==> src/pkg/osc_pkg.sv <==
package osc_pkg;
  // Register byte offsets
  localparam logic [7:0] SCC_OFF = 8'h00;
  localparam logic [7:0] RC_OFF = 8'h04;
  localparam logic [7:0] HX_OFF = 8'h08;
  localparam logic [7:0] LX_OFF = 8'h0C;
  localparam logic [7:0] ST_OFF = 8'h10;
  localparam int ADDR_W = 8;
  // Field positions
  localparam int SEL_LSB = 5;
  localparam int SEL_W = 3;
  localparam int FHS_B = 3;
  localparam int FSS_B = 2;
  localparam int FHID_B = 1;
  localparam int FSID_B = 0;
  localparam int RC_FREQ_LSB = 2;
  localparam int RC_FREQ_W = 2;
  localparam int RC_FLAG_B = 1;
  localparam int RC_EN_B = 0;
  localparam int HX_MODE_B = 2;
  localparam int HX_FLAG_B = 1;
  localparam int HX_EN_B = 0;
  localparam int LX_FLAG_B = 1;
  localparam int LX_EN_B = 0;
  localparam int PDF_B = 0;
  localparam int TO_B = 1;
  localparam int MODE_LSB = 4;
  // Reset values
  localparam logic [7:0] SCC_RST = 8'h00;
  localparam logic [7:0] RC_RST = 8'h01;
  localparam logic [7:0] HX_RST = 8'h00;
  localparam logic [7:0] LX_RST = 8'h00;
  localparam logic [2:0] SEL_SUB = 3'h7;
  // Oscillator indices for the settle timers
  localparam int OSC_RC = 0;
  localparam int OSC_HX = 1;
  localparam int OSC_LX = 2;
  localparam int N_OSC = 3;
  // Timing
  localparam int CLK_NS = 8;
  localparam int RC_SETTLE_NS = 800;
  localparam int HX_SETTLE_NS = 2000;
  localparam int LX_SETTLE_NS = 4000;
  localparam int CNT_W = 10;
  localparam logic [CNT_W-1:0] RC_CYC = CNT_W'((RC_SETTLE_NS + CLK_NS - 1) / CLK_NS);
  localparam logic [CNT_W-1:0] HX_CYC = CNT_W'((HX_SETTLE_NS + CLK_NS - 1) / CLK_NS);
  localparam logic [CNT_W-1:0] LX_CYC = CNT_W'((LX_SETTLE_NS + CLK_NS - 1) / CLK_NS);
  localparam logic [N_OSC-1:0][CNT_W-1:0] SETTLE_CYC = {LX_CYC, HX_CYC, RC_CYC};
  localparam int DIV_W = 6;

  typedef enum logic [2:0] {
    MODE_FAST = 3'h0, MODE_SLOW = 3'h1, MODE_IDLE0 = 3'h3,
    MODE_IDLE1 = 3'h2, MODE_IDLE2 = 3'h6, MODE_SLEEP = 3'h4
  } mode_t;

  typedef enum logic [1:0] {SW_RUN = 2'h0, SW_DRAIN = 2'h1, SW_ARM = 2'h3} sw_t;
endpackage

==> src/pkg/clk_sel_if.sv <==
`timescale 1ns/10ps
interface clk_sel_if;
  logic want_sub;
  logic [2:0] div_code;
  logic sub_tick;
  logic run_fast;
  logic run_sub;
  logic sys_en;
  logic on_sub;
  modport ctrl (output want_sub, div_code, sub_tick, run_fast, run_sub,
                input sys_en, on_sub);
  modport sw (input want_sub, div_code, sub_tick, run_fast, run_sub,
              output sys_en, on_sub);
endinterface

==> src/rtl/clk_switch.sv <==
`timescale 1ns/10ps
module clk_switch (
  input wire logic hclk,
  input wire logic hresetn,
  clk_sel_if.sw bus
);
  import osc_pkg::*;

  typedef struct packed {
    sw_t state;
    logic on_sub;
    logic [2:0] div;
    logic [DIV_W-1:0] cnt;
  } sw_st_t;

  sw_st_t s_r, s_nxt;
  logic fast_tick, cur_tick, new_tick, change, old_dead;

  function automatic logic [DIV_W-1:0] div_mask(input logic [2:0] code);
    div_mask = (DIV_W'(1) << code) - DIV_W'(1);
  endfunction

  assign fast_tick = bus.run_fast && ((s_r.cnt & div_mask(s_r.div)) == '0);
  assign cur_tick = s_r.on_sub ? (bus.run_sub && bus.sub_tick) : fast_tick;
  assign old_dead = s_r.on_sub ? !bus.run_sub : !bus.run_fast;
  assign change = (bus.want_sub != s_r.on_sub) || (!bus.want_sub && bus.div_code != s_r.div);
  assign new_tick = s_r.on_sub ? (bus.run_sub && bus.sub_tick) : fast_tick;
  assign bus.sys_en = (s_r.state == SW_RUN) && cur_tick;
  assign bus.on_sub = s_r.on_sub;

  always_comb begin
    s_nxt = s_r;
    if (bus.run_fast) begin
      s_nxt.cnt = s_r.cnt + DIV_W'(1);
    end
    case (s_r.state)
      SW_RUN: begin
        if (change) begin
          s_nxt.state = SW_DRAIN;
        end
      end
      SW_DRAIN: begin
        // Old source finishes its period first
        if (cur_tick || old_dead) begin
          s_nxt.on_sub = bus.want_sub;
          s_nxt.div = bus.div_code;
          s_nxt.cnt = '0;
          s_nxt.state = SW_ARM;
        end
      end
      SW_ARM: begin
        // New source must be stable and ticking
        if (new_tick) begin
          s_nxt.state = SW_RUN;
        end
      end
      default: s_nxt.state = SW_RUN;
    endcase
  end

  always_ff @(posedge hclk or negedge hresetn) begin
    if (!hresetn) begin
      s_r <= '0;
    end else begin
      s_r <= s_nxt;
    end
  end
endmodule // clk_switch

==> src/rtl/osc_ctrl.sv <==
// Local design decisions: the register offsets and the AHB-Lite slave port.
`timescale 1ns/10ps
module osc_ctrl (
  input wire logic hclk,
  input wire logic hresetn,
  input wire logic hsel,
  input wire logic [31:0] haddr,
  input wire logic [1:0] htrans,
  input wire logic hwrite,
  input wire logic [2:0] hsize,
  input wire logic [31:0] hwdata,
  input wire logic hready,
  output logic hreadyout,
  output logic hresp,
  output logic [31:0] hrdata,
  input wire logic halt_req,
  input wire logic wake_req,
  input wire logic wdt_enabled,
  input wire logic wdt_timeout,
  input wire logic wdt_clear_cmd,
  input wire logic sub_clk_pin,
  output logic int_fast_rc_on,
  output logic [1:0] int_fast_rc_freq,
  output logic fast_crystal_on,
  output logic fast_crystal_drive_mode,
  output logic slow_crystal_on,
  output logic int_slow_rc_on,
  output logic fast_clk_run,
  output logic sub_clk_run,
  output logic sys_clk_en,
  output logic cpu_halted,
  output logic wdt_counter_clear,
  output osc_pkg::mode_t power_mode
);
  import osc_pkg::*;

  typedef struct packed {
    logic [2:0] sel;
    logic fast_source_select;
    logic sub_source_select;
    logic fid;
    logic sid;
    logic [1:0] rc_freq;
    logic rc_en;
    logic xt_mode;
    logic xt_en;
    logic lx_en;
    logic power_down_flag;
    logic to;
    mode_t mode;
    logic [2:0] sy;
    logic lvl;
    logic lvl_d;
    logic wr_pend;
    logic [ADDR_W-1:0] waddr;
    logic [31:0] rdata;
    logic [N_OSC-1:0] on_d;
    logic [N_OSC-1:0] stable;
    logic [N_OSC-1:0][CNT_W-1:0] cnt;
    logic wdt_clr;
  } st_t;

  st_t s_r, s_nxt;
  logic ap, fast_alive, sub_alive, fast_stable, sub_stable, halt_go;
  logic [N_OSC-1:0] on_now;
  logic restart_rc;

  clk_sel_if csw ();

  clk_switch u_switch (
    .hclk(hclk),
    .hresetn(hresetn),
    .bus(csw.sw)
  );

  function automatic mode_t halt_mode(input logic fid, input logic sid);
    case ({fid, sid})
      2'b00: halt_mode = MODE_SLEEP;
      2'b01: halt_mode = MODE_IDLE0;
      2'b11: halt_mode = MODE_IDLE1;
      default: halt_mode = MODE_IDLE2;
    endcase
  endfunction

  function automatic logic [31:0] rd_word(input st_t s, input logic [ADDR_W-1:0] a,
                                           input mode_t m);
    logic [31:0] w;
    w = '0;
    case (a)
      SCC_OFF: begin
        w[SEL_LSB +: SEL_W] = s.sel;
        w[FHS_B] = s.fast_source_select;
        w[FSS_B] = s.sub_source_select;
        w[FHID_B] = s.fid;
        w[FSID_B] = s.sid;
      end
      RC_OFF: begin
        w[RC_FREQ_LSB +: RC_FREQ_W] = s.rc_freq;
        w[RC_FLAG_B] = s.stable[OSC_RC];
        w[RC_EN_B] = s.rc_en;
      end
      HX_OFF: begin
        // Upper bits stay zero
        w[HX_MODE_B] = s.xt_mode;
        w[HX_FLAG_B] = s.stable[OSC_HX];
        w[HX_EN_B] = s.xt_en;
      end
      LX_OFF: begin
        w[LX_FLAG_B] = s.stable[OSC_LX];
        w[LX_EN_B] = s.lx_en;
      end
      ST_OFF: begin
        w[PDF_B] = s.power_down_flag;
        w[TO_B] = s.to;
        w[MODE_LSB +: 3] = m;
      end
      default: w = '0;
    endcase
    rd_word = w;
  endfunction

  // Bus slave, zero wait states
  assign ap = hsel && hready && htrans[1];
  assign hreadyout = 1'b1;
  assign hresp = 1'b0;
  assign hrdata = s_r.rdata;

  // Oscillators alive per mode and idle bits
  assign fast_alive = (s_r.mode == MODE_FAST) || (s_r.mode == MODE_IDLE1)
                      || (s_r.mode == MODE_IDLE2);
  assign sub_alive = (s_r.mode == MODE_FAST) || (s_r.mode == MODE_IDLE0)
                     || (s_r.mode == MODE_IDLE1);
  assign on_now[OSC_RC] = s_r.rc_en && fast_alive;
  assign on_now[OSC_HX] = s_r.xt_en && fast_alive;
  assign on_now[OSC_LX] = s_r.lx_en && sub_alive;
  assign int_slow_rc_on = sub_alive || wdt_enabled;
  assign fast_stable = s_r.fast_source_select ? s_r.stable[OSC_HX] : s_r.stable[OSC_RC];
  assign sub_stable = s_r.sub_source_select ? s_r.stable[OSC_LX] : int_slow_rc_on;
  assign fast_clk_run = fast_alive && fast_stable;
  assign sub_clk_run = sub_alive && sub_stable;

  assign int_fast_rc_on = on_now[OSC_RC];
  assign int_fast_rc_freq = s_r.rc_freq;
  assign fast_crystal_on = on_now[OSC_HX];
  assign fast_crystal_drive_mode = s_r.xt_mode;
  assign slow_crystal_on = on_now[OSC_LX];
  assign cpu_halted = (s_r.mode != MODE_FAST);
  assign wdt_counter_clear = s_r.wdt_clr;
  assign power_mode = (s_r.mode == MODE_FAST && csw.on_sub) ? MODE_SLOW : s_r.mode;

  // Clock switch hookup
  assign csw.want_sub = (s_r.sel == SEL_SUB);
  assign csw.div_code = s_r.sel;
  assign csw.sub_tick = s_r.lvl && !s_r.lvl_d;
  assign csw.run_fast = fast_clk_run;
  assign csw.run_sub = sub_clk_run;
  // CPU halted means no system clock
  assign sys_clk_en = csw.sys_en && (s_r.mode == MODE_FAST);

  assign halt_go = halt_req && (s_r.mode == MODE_FAST);

  always_comb begin
    s_nxt = s_r;
    restart_rc = 1'b0;
    s_nxt.wdt_clr = 1'b0;
    // Sub clock pin synchroniser and filter
    s_nxt.sy = {s_r.sy[1:0], sub_clk_pin};
    if (s_r.sy[1] == s_r.sy[2]) begin
      s_nxt.lvl = s_r.sy[2];
    end
    s_nxt.lvl_d = s_r.lvl;
    // Address phase capture
    s_nxt.wr_pend = ap && hwrite;
    if (ap) begin
      s_nxt.waddr = haddr[ADDR_W-1:0];
    end
    s_nxt.rdata = (ap && !hwrite) ? rd_word(s_r, haddr[ADDR_W-1:0], power_mode) : '0;
    // Data phase write
    if (s_r.wr_pend) begin
      case (s_r.waddr)
        SCC_OFF: begin
          s_nxt.sel = hwdata[SEL_LSB +: SEL_W];
          s_nxt.fast_source_select = hwdata[FHS_B];
          s_nxt.sub_source_select = hwdata[FSS_B];
          s_nxt.fid = hwdata[FHID_B];
          s_nxt.sid = hwdata[FSID_B];
        end
        RC_OFF: begin
          restart_rc = (hwdata[RC_FREQ_LSB +: RC_FREQ_W] != s_r.rc_freq);
          s_nxt.rc_freq = hwdata[RC_FREQ_LSB +: RC_FREQ_W];
          s_nxt.rc_en = hwdata[RC_EN_B];
        end
        HX_OFF: begin
          // Mode locked while crystal enabled
          if (!s_r.xt_en) begin
            s_nxt.xt_mode = hwdata[HX_MODE_B];
          end
          s_nxt.xt_en = hwdata[HX_EN_B];
        end
        LX_OFF: begin
          s_nxt.lx_en = hwdata[LX_EN_B];
        end
        default: s_nxt.rc_freq = s_r.rc_freq;
      endcase
    end
    // Power flags; events win over clears
    if (wdt_clear_cmd) begin
      s_nxt.power_down_flag = 1'b0;
    end
    case (s_r.mode)
      MODE_FAST: begin
        if (halt_go) begin
          // Mode, clocks and power flags change; all register settings are held
          s_nxt.mode = halt_mode(s_r.fid, s_r.sid);
          s_nxt.power_down_flag = 1'b1;
          s_nxt.to = 1'b0;
          s_nxt.wdt_clr = 1'b1;
        end
      end
      default: begin
        if (wake_req || wdt_timeout) begin
          s_nxt.mode = MODE_FAST;
        end
      end
    endcase
    if (wdt_timeout) begin
      s_nxt.to = 1'b1;
    end
    // Settle timers
    s_nxt.on_d = on_now;
    for (int i = 0; i < N_OSC; i++) begin
      if (!on_now[i] || !s_r.on_d[i] || (i == OSC_RC && restart_rc)) begin
        s_nxt.cnt[i] = '0;
        s_nxt.stable[i] = 1'b0;
      end else if (!s_r.stable[i]) begin
        s_nxt.cnt[i] = s_r.cnt[i] + CNT_W'(1);
        if (s_r.cnt[i] == SETTLE_CYC[i] - CNT_W'(1)) begin
          s_nxt.cnt[i] = s_r.cnt[i];
          s_nxt.stable[i] = 1'b1;
        end
      end
    end
  end

  always_ff @(posedge hclk or negedge hresetn) begin
    if (!hresetn) begin
      s_r <= '0;
      s_r.sel <= SCC_RST[SEL_LSB +: SEL_W];
      s_r.rc_en <= RC_RST[RC_EN_B];
      s_r.xt_en <= HX_RST[HX_EN_B];
      s_r.lx_en <= LX_RST[LX_EN_B];
      s_r.mode <= MODE_FAST;
    end else begin
      s_r <= s_nxt;
    end
  end
endmodule // osc_ctrl

==> config.mk <==
export PLATFORM = sky130hd
export DESIGN_NAME = osc_ctrl
export DESIGN_NICKNAME = d
export VERILOG_FILES = /design/src/pkg/osc_pkg.sv /design/src/pkg/clk_sel_if.sv /design/src/rtl/clk_switch.sv /design/src/rtl/osc_ctrl.sv
export SDC_FILE = /design/constraint.sdc
export NUM_CORES = 1
export LEC_CHECK = 0
export BUFFER_PORTS_ARGS = -buffer_cell sky130_fd_sc_hd__buf_2
export CORE_UTILIZATION = 30
export CTS_CLUSTER_DIAMETER = 100
export CTS_CLUSTER_SIZE = 14
export DETAILED_ROUTE_END_ITERATION = 16
export PLACE_DENSITY = 0.49
export SYNTH_ARGS = -nofsm -noshare
export SYNTH_HDL_FRONTEND = slang
export SYNTH_SLANG_ARGS = --single-unit
==> constraint.sdc <==
create_clock -name hclk -period 3 [get_ports hclk]
set_input_delay 0.15 -clock hclk [delete_from_list [all_inputs] [get_ports hclk]]
set_output_delay 0.15 -clock hclk [all_outputs]
set_load 0.03 [all_outputs]
# After elaboration in Yosys (flattened, before gate mapping)
# Cells that the tools add are included.
dict set report word_totals {
  ram_bits 0
  elab_cells 178
  out_inout_bits 49
  mem_bits_ro 0
  latch_bits 0
  in_bits 80
  memories 0
  ff_bits 89
}
dict set report classes {
  n_div 0
  n_eq_ne 32
  reduce_logical 62
  magnitude_cmp 0
  n_mux 47
  multipliers 0
  add_sub_neg 5
  shift 1
  n_bitwise 2
}
# op n
set op_table {}
lappend op_table {{10-bit 2-to-1 mux} 9}
lappend op_table {{8-bit by 4-bit equality test with 1-bit output, second input constant} 4}
lappend op_table {{10-bit by 1-bit adder with 10-bit output, second input constant} 3}
lappend op_table {{1-bit 2-to-1 mux} 21}
lappend op_table {{2-bit AND reduction} 10}
lappend op_table {{1-bit logical AND} 17}
lappend op_table {{8-bit by 3-bit equality test with 1-bit output, second input constant} 2}
lappend op_table {{8-bit zero test} 2}
lappend op_table {{1-bit logical OR} 12}
lappend op_table {{12-bit 2-to-1 mux} 1}
lappend op_table {{6-bit 2-to-1 mux} 2}
lappend op_table {{2-bit by 1-bit inequality test with 1-bit output, second input constant} 6}
lappend op_table {{1-bit zero test} 11}
lappend op_table {{10-bit by 7-bit equality test with 1-bit output, second input constant} 1}
lappend op_table {{10-bit by 8-bit equality test with 1-bit output, second input constant} 1}
lappend op_table {{10-bit by 9-bit equality test with 1-bit output, second input constant} 1}
lappend op_table {{2-bit case mux with 5 select lines} 1}
lappend op_table {{3-bit 2-to-1 mux} 3}
lappend op_table {{3-bit case mux with 3 select lines} 1}
lappend op_table {{8-bit by 5-bit equality test with 1-bit output, second input constant} 1}
lappend op_table {{8-bit 2-to-1 mux} 1}
lappend op_table {{2-bit inequality test, second input constant} 4}
lappend op_table {{6-bit by 1-bit adder with 6-bit output, second input constant} 1}
lappend op_table {{6-bit AND} 1}
lappend op_table {{other kinds (23)} 33}

# Logic depth before layout (Yosys ltp)
# Gate-level depths: netlist of run 1.
dict set report depth {
  ltp_word 11
  mapped_depth 9
}

# Hierarchy
# From an unflattened synthesis of run 1, not the netlist that was laid out.
dict set report hier_totals {
  cells_unflattened 410
  area_unflattened_um2 4475.5
}
# mod instances area_per_inst_um2 seq_area_each_um2 cells_each
set modules_own_cells {}
lappend modules_own_cells {osc_ctrl 1 3726.1 1928.1 341}
lappend modules_own_cells {clk_switch 1 749.5 300.3 69}

# Worst setup path after synthesis of run 1
# OpenSTA, ideal clock, no wires.
dict set report synth_path {
  path_kind {register -> output}
  start {reg u_switch.s_r[8] in the netlist's numbering}
  end {out sys_clk_en}
  required_time_ps 2850
  path_slack_ps 177
  stages_incl_launch_ff 9
  arrival_ps 2673
  path_cell_list {dfrtp_1 buf_2 or3_1 ha_1 inv_1 a221oi_1 nand2_1 o21a_1 nor4_1}
}
dict set report synth_via {
  elab_chain_len 8
}
# element line
set synth_rtl {}
lappend synth_rtl {{start: declaration} clk_switch.sv:16} ;# sw_st_t s_r, s_nxt;
lappend synth_rtl {{start signal: assignment} clk_switch.sv:65} ;# s_r <= s_nxt;
lappend synth_rtl {{1-bit by 3-bit << shifter with 6-bit output} clk_switch.sv:20} ;# div_mask = (DIV_W'(1) << code) - DIV_W'(1);
lappend synth_rtl {{6-bit by 2-bit subtractor with 6-bit output} clk_switch.sv:20}
lappend synth_rtl {{6-bit AND} clk_switch.sv:23} ;# assign fast_tick = bus.run_fast && ((s_r.cnt & div_mask(s_r.div)) == '0);
lappend synth_rtl {{6-bit zero test} clk_switch.sv:23}
lappend synth_rtl {{1-bit logical AND} clk_switch.sv:23}
lappend synth_rtl {{1-bit 2-to-1 mux} clk_switch.sv:24} ;# assign cur_tick = s_r.on_sub ? (bus.run_sub && bus.sub_tick) : fast_tick;
lappend synth_rtl {{1-bit logical AND} clk_switch.sv:28} ;# assign bus.sys_en = (s_r.state == SW_RUN) && cur_tick;
lappend synth_rtl {{1-bit logical AND} osc_ctrl.sv:158} ;# assign sys_clk_en = csw.sys_en && (s_r.mode == MODE_FAST);
lappend synth_rtl {{end: declaration} osc_ctrl.sv:30} ;# output logic sys_clk_en,
# Every way passes these cells.

# Worst setup path after layout of run 1
# Same ends and word-level chain as after synthesis.

==> results of run 1 <==
## sequential cells by signal, indices dropped and copies added, names as in the netlist
register	count
hrdata	8
fast_crystal_drive_mode	1
u_switch.bus.on_sub	1
s_r	59
csw.div_code	3
u_switch.s_r	11
s_nxt	3
wdt_counter_clear	1
int_fast_rc_freq	2
## power groups by stage
stage / combinational, uW / clock [uW] / sequential, uW
detailed placement: 715 / 0 / 1530
global placement: 703 / 0 / 1520
global route: 811 / 1090 / 1530
floorplan: 601 / 0 / 1470
CTS: 721 / 1030 / 1500
finish: 712 / 994 / 1500
## per-layer routing
layer,share of wire,vias to the layer above,GRT usage
met2,0.45,54,0.182
met3,0.042,8,0.0357
met5,0,-,0
met4,0.012,0,0.0407
met1,0.50,1441,0.170
li1,-,1464,-
## cell usage after synthesis, drive strengths merged, types with 7 or more instances
| library cell | instances |
|---|---|
| dfrtp | 88 |
| nor2 | 57 |
| buf | 39 |
| nand2 | 33 |
| xor2 | 25 |
| mux2 | 19 |
| inv | 15 |
| mux2i | 13 |
| o21ai | 12 |
| nand3 | 11 |
| clkbuf | 10 |
| xnor2 | 9 |
| a21oi | 7 |
| nand4 | 7 |
| nor2b | 7 |
## cell families (layout without fill, tap and decap cells)
kind of cell,count (synthesis),count (layout),synth area share
AO/OA/AOI/OAI,43,43,0.0702
XOR/XNOR,34,34,0.0669
adder cells (fa/ha/maj),7,7,0.0191
buffers and inverters,64,86,0.0857
flip-flops,89,89,0.500
multiplexers,32,32,0.0772
other,2,26,0.00169
AND/OR/NAND/NOR,154,154,0.179
## worst max-delay path: stages (launching register included)
cell and delay, ps:
dfrtp_1 470, or3_1 410, ha_1 290, inv_1 50
a221oi_2 300, nand2_1 80, o21a_1 230, nor4_1 320
buf_4 240
## cell type report
cell class / instances / area (um2)
Tap cell: 184 / 230
Clock inverter: 2 / 10.0
Inverter: 15 / 56.3
Clock buffer: 14 / 244
Fill cell: 1498 / 9520
Multi-Input combinational cell: 296 / 1940
Timing Repair Buffer: 55 / 303
Sequential cell: 89 / 2230
## path summary, 6_finish.rpt
| check | startpoint | depth (start not counted) | endpoint |
|---|---|---|---|
| hold / removal | wdt_timeout | 2 | s_r[86] |
| min in group asynchronous | hresetn | 2 | s_r[27] |
| setup reg to reg | u_switch.s_r[8] | 7 | u_switch.s_r[8] |
| setup / recovery | u_switch.s_r[8] | 8 | sys_clk_en |
| max in group asynchronous | hresetn | 3 | s_r[32] |
| hold reg to reg | s_nxt[81] | 0 | s_nxt[82] |
## what timing repair did
| action | in CTS | in global routing |
|---|---|---|
| endpoints found under the setup margin | 0 | 1 |
| gates resized for setup | 0 | 2 |
| hold buffers | 3 | 0 |
| endpoints found under the hold margin | 68 | 0 |
## through the flow
| stage | hold WS, ps | setup WS [ps] | util | cells | cell area, um2 |
|---|---|---|---|---|---|
| global route | 9.64 | 2.79 | 0.345 | 655 | 5010 |
| global placement | 262 | 428 | 0.325 | 636 | 4720 |
| floorplan | -146 | 177 | - | 449 | 4540 |
| finish | 20.5 | 132 | 0.345 | 655 | 5010 |
| detailed placement | 260 | 419 | 0.325 | 636 | 4720 |
| CTS | 13.8 | 64.1 | 0.344 | 655 | 5000 |
==> run_results.csv, run 1 <==
group,metric,value,unit
grt,grt_pass1_wl,14300,um
grt,grt_antenna_before_repair,0,
timing,timing.max_slew.rel_slack,0.411,
detailed_routing,detailroute.via_count,2967,
clocking,cts_root_buffer,"clkbuf_16",
timing,clock_skew,8.56,ps
timing,tightest_slew,884,ps
timing,grt_setup_unrepaired,"no",
synth,yosys_most_used_dff,"dfrtp_1",
timing,finalSetupViolations,0,
worst_setup_path,regToRegSetupSlack,470,ps
pwr,vdd.ir_drop.worst,0.332,mV
pwr,pwr_density_cell,641,nW/um2
floorplanning,row_count,44,
worst_setup_path,critPathArrivalTime,2720,ps
pwr,total_leakage_power,0.00236,uW
timing,hold_violations,0,
placed_design,gp_congestion,0.734,
pwr,design_power_total,3210,uW
synth,post_synth_inst_count,425,
clocking,setup_fix_buffers_added_after_clock_tree_synthesis,0,
synth,synth.distinct_cells,59,
synth,ffs_w_async_s_r_synth,1.00,
pwr,power.combinational.fraction,0.222,
synth,ys_warn_count,0,
detailed_routing,number_of_vias_per_cell_after_detailed_routing,4.53,
layout,layout_commonest_cell,"dfrtp_1",
synth,edff_count_synth,0,
synth,synth_area_leader_cell,"dfrtp_1",
grt,grt_start_max_net_pins,70,
pwr,total_switching_power,1040,uW
clocking,cts.path.max_buffers,2,
placed_design,place_hpwl,6260,um
grt,grt_overflow,0,
job,timing.max_cap.violations,0,
layout,area_delta_synth_final,12.5,%
pwr,pwr-share-seq,0.469,
layout,most-common-layout-cells,"88 x dfrtp_1, 57 x nor2_1, 47 x buf_2, 33 x nand2_1, 26 x conb_1",
detailed_routing,dr.pass1.iters,4,
pwr,int_pwr,2170,uW
detailed_routing,drt-initial-drc-count,210,
timing,setup_total_negative_slack,0,ps
timing,layout_worst_path_cycle_share,0.956,
grt,first_global_vias,2857,
outcome,result_of_the_run,"finished clean",
grt,track_usage,0.123,
detailed_routing,drc_errors,0,
min_path,hp-class,"in2reg",
synth,synthTopCellsByArea,"dfrtp_1 49%, buf_4 6.2%, xor2_1 4.9%",
layout,nets,552,
detailed_routing,wl_per_cell,13.2,um
detailed_routing,wirelength,8620,um
pwr,share_clk_of_total_power,0.310,
floorplanning,die_width,124,um
synth,netlist.area_leader.share,0.494,
worst_setup_path,crit_type,"reg2out",
synth,synth_area_per_cell,10.5,um2
clocking,cts.htree.levels,3,
clocking,clk-insertion-delay-late,330,ps
layout,antennaDiodeCount,0,
clocking,cts.sink_count,89,
detailed_routing,detail-route-antenna-nets,0,
worst_setup_path,crit_path_max_fanout,9,
clocking,tritoncts_clock_tree,"done",
clocking,worst_setup_hold_path_clk_slew,60,ps
timing,timing.fmax,349,MHz
timing,fin_crit,2870,ps
layout,drive_above_1_share,0.200,
worst_setup_path,critical_path.endpoint_type,"primary output",
worst_setup_path,crit_path_start_kind,"flop",
worst_setup_path,required,2850,ps
synth,netlist_area,4450,um2
floorplanning,die_y,124,um
placed_design,numPortBuffers,49,
synth,synth_sequential_area_ratio,0.500,
pwr,power.switching_fraction,0.325,
floorplanning,start_util,0.306,
timing,final_max_slew_viol_count,0,
floorplanning,core_region_area,14500,um2
synth,postSynthRegisterBits,89,
floorplanning,top_level_i_o_count,129,
floorplanning,fp.dieArea,15300,um2
clocking,cts_buffers,9,
Power figures use the tool's default switching activity.
==> run 2, diff against run 1 <==
--- a/config.mk
+++ b/config.mk
@@ -6,11 +6,13 @@
 export NUM_CORES = 1
 export LEC_CHECK = 0
 export BUFFER_PORTS_ARGS = -buffer_cell sky130_fd_sc_hd__buf_2
+export CELL_PAD_IN_SITES_DETAIL_PLACEMENT = 1
+export CELL_PAD_IN_SITES_GLOBAL_PLACEMENT = 2
 export CORE_UTILIZATION = 30
 export CTS_CLUSTER_DIAMETER = 100
 export CTS_CLUSTER_SIZE = 14
 export DETAILED_ROUTE_END_ITERATION = 16
-export PLACE_DENSITY = 0.49
+export PLACE_DENSITY = 0.74
 export SYNTH_ARGS = -nofsm -noshare
 export SYNTH_HDL_FRONTEND = slang
 export SYNTH_SLANG_ARGS = --single-unit
==> run 2 against run 1 <==
Effect of this change:
- fmax is 0.53% higher
- wire length is 14% higher
- utilization is 0.41 points higher
- clock power is 22% higher
- first-iteration DRC count is 46% lower
- clock-buffer cell count is 1 lower
- critical path type unchanged
- critical endpoint unchanged
- highest routed layer unchanged
==> run_results.csv, run 2 (synthesis results as in run 1) <==
group,metric,value,unit
outcome,result_of_the_run,"finished clean",
timing,final_max_slew_viol_count,0,
floorplanning,die_width,124,um
placed_design,postPlaceCellArea,4730,um2
worst_setup_path,crit_path_max_fanout,8,
detailed_routing,dr.pass1.iters,4,
timing,finalSetupViolations,0,
floorplanning,row_count,44,
layout,nets,552,
worst_setup_path,crit_type,"reg2out",
detailed_routing,number_of_vias_per_cell_after_detailed_routing,4.62,
detailed_routing,detail-route-antenna-nets,0,
clocking,cts_hold_repair.buffers,2,
layout,drive_above_1_share,0.206,
layout,post-route-cell-area,5070,um2
grt,grt_start_max_net_pins,67,
timing,setup_total_negative_slack,0,ps
timing,grt_setup_unrepaired,"no",
layout,most-common-layout-cells,"88 x dfrtp_1, 57 x nor2_1, 48 x buf_2, 33 x nand2_1, 26 x conb_1",
clocking,tritoncts_clock_tree,"done",
layout,n_fill_cell,1673,
grt,grt_pass1_wl,16200,um
timing,layout_worst_path_cycle_share,0.951,
placed_design,place_hpwl,7310,um
placed_design,placed_cells,637,
layout,top_register,"s_r",
clocking,cts.htree.levels,3,
detailed_routing,detailroute.via_count,3028,
timing,timing.max_slew.rel_slack,0.435,
placed_design,numPortBuffers,49,
clocking,setup_fix_buffers_added_after_clock_tree_synthesis,0,
placed_design,gp_congestion,0.804,
worst_setup_path,cp_slowest_stage_delay,480,ps
timing,fin_crit,2850,ps
worst_setup_path,critical_path.endpoint_type,"primary output",
clocking,clk-insertion-delay-late,340,ps
grt,first_global_vias,3123,
floorplanning,start_util,0.306,
detailed_routing,wirelength,9790,um
floorplanning,die_y,124,um
layout,antennaDiodeCount,0,
min_path,hold_path_startpoint,"wdt_clear_cmd",
worst_setup_path,timing.rr.start,"u_switch.s_r[6]",
clocking,post_cts.resized_instances,0,
layout,layout_commonest_cell,"dfrtp_1",
worst_setup_path,required,2850,ps
pwr,vdd.ir_drop.worst,0.331,mV
pwr,design_power_total,3460,uW
floorplanning,fp.dieArea,15300,um2
clocking,cts_root_buffer,"clkbuf_16",
min_path,hp-class,"in2reg",
timing,tightest_slew,848,ps
worst_setup_path,critPathArrivalTime,2700,ps
clocking,cts.sink_count,89,
pwr,pwr_density_cell,682,nW/um2
worst_setup_path,timing.critical_path.cells,"or3_1 -> ha_1 -> inv_1 -> a221oi_1 -> nand2_1 -> o21a_1 -> nor4_1 -> buf_2",
timing,hold_violations,0,
clocking,cts_buffers,9,
worst_setup_path,crit_path_start_kind,"flop",
detailed_routing,drt-initial-drc-count,113,
worst_setup_path,crit_path_top_delay_cell,"dfrtp_1",
grt,track_usage,0.140,
layout,area_delta_synth_final,13.9,%
floorplanning,core_region_area,14500,um2
pwr,total_leakage_power,0.00239,uW
job,timing.max_cap.violations,0,
detailed_routing,drc_errors,0,
grt,grt_antenna_before_repair,0,
clocking,cts.path.max_buffers,2,
timing,timing.fmax,350,MHz
layout,largest_register_ff_count,59,
layout,fin_cells,655,
clocking,worst_setup_hold_path_clk_slew,60,ps
grt,grt_overflow,0,
floorplanning,top_level_i_o_count,129,
timing,clock_skew,5.58,ps
timing,holdWs,7.79,ps
worst_setup_path,critical_path.startpoint,"u_switch.s_r[6]",
detailed_routing,wl_per_cell,14.9,um
run 2: cell types whose count changed in the layout (fill, tap and decap cells not counted), sizes merged:
cell	before	now
dlygate4sd3	3	2
clkbuf	14	13
clkinv	2	1
buf	52	53
bufinv	0	2
run 2: final timing paths:
path,end,slack (ps),cells after the start
min in group asynchronous,s_r[28],460,2
max in group asynchronous,hrdata[1],1800,3
worst min-delay path,s_r[87],8,2
worst max-delay path,sys_clk_en,150,8
worst min register to register,s_nxt[82],360,0
worst max register to register,u_switch.s_r[6],370,7
run 2: layer usage:
metal  up-vias  global-route usage  wire, um
met4         0              0.0384       105
met5         -                   0         0
met1      1515               0.185      4620
met3         8              0.0380       344
met2        45               0.225      4720
li1       1460                   -         -
run 2: area by class of cell:
class | count | area (um2) | share of cell area
Sequential cell | 89 | 2230 | 0.439
Multi-Input combinational cell | 296 | 1930 | 0.381
Timing Repair Buffer | 55 | 298 | 0.0587
Clock buffer | 13 | 260 | 0.0513
Tap cell | 184 | 230 | 0.0454
Clock inverter | 3 | 65.1 | 0.0128
Inverter | 15 | 56.3 | 0.0111
run 2: critical path, delay by kind of cell, from the launching register on:
kind | cells | cell delay, ps
flops | 1 | 480
compound gates | 2 | 640
simple gates | 3 | 690
buf+inv | 2 | 280
fa+ha+maj | 1 | 280
run 2: power by group:
part           internal (uW)  switching (uW)
registers               1340             169
clock network            774             436
logic                    274             468
run 2: metrics by stage:
| stage | setup WS, ps | util |
|---|---|---|
| 6_report | 147 | 0.349 |
| 3_3_place_gp | 389 | 0.325 |
| 4_1_cts | 97.0 | 0.349 |
| 3_5_place_dp | 350 | 0.325 |
| 2_1_floorplan | 177 | - |
| 5_1_grt | 40.2 | 0.349 |
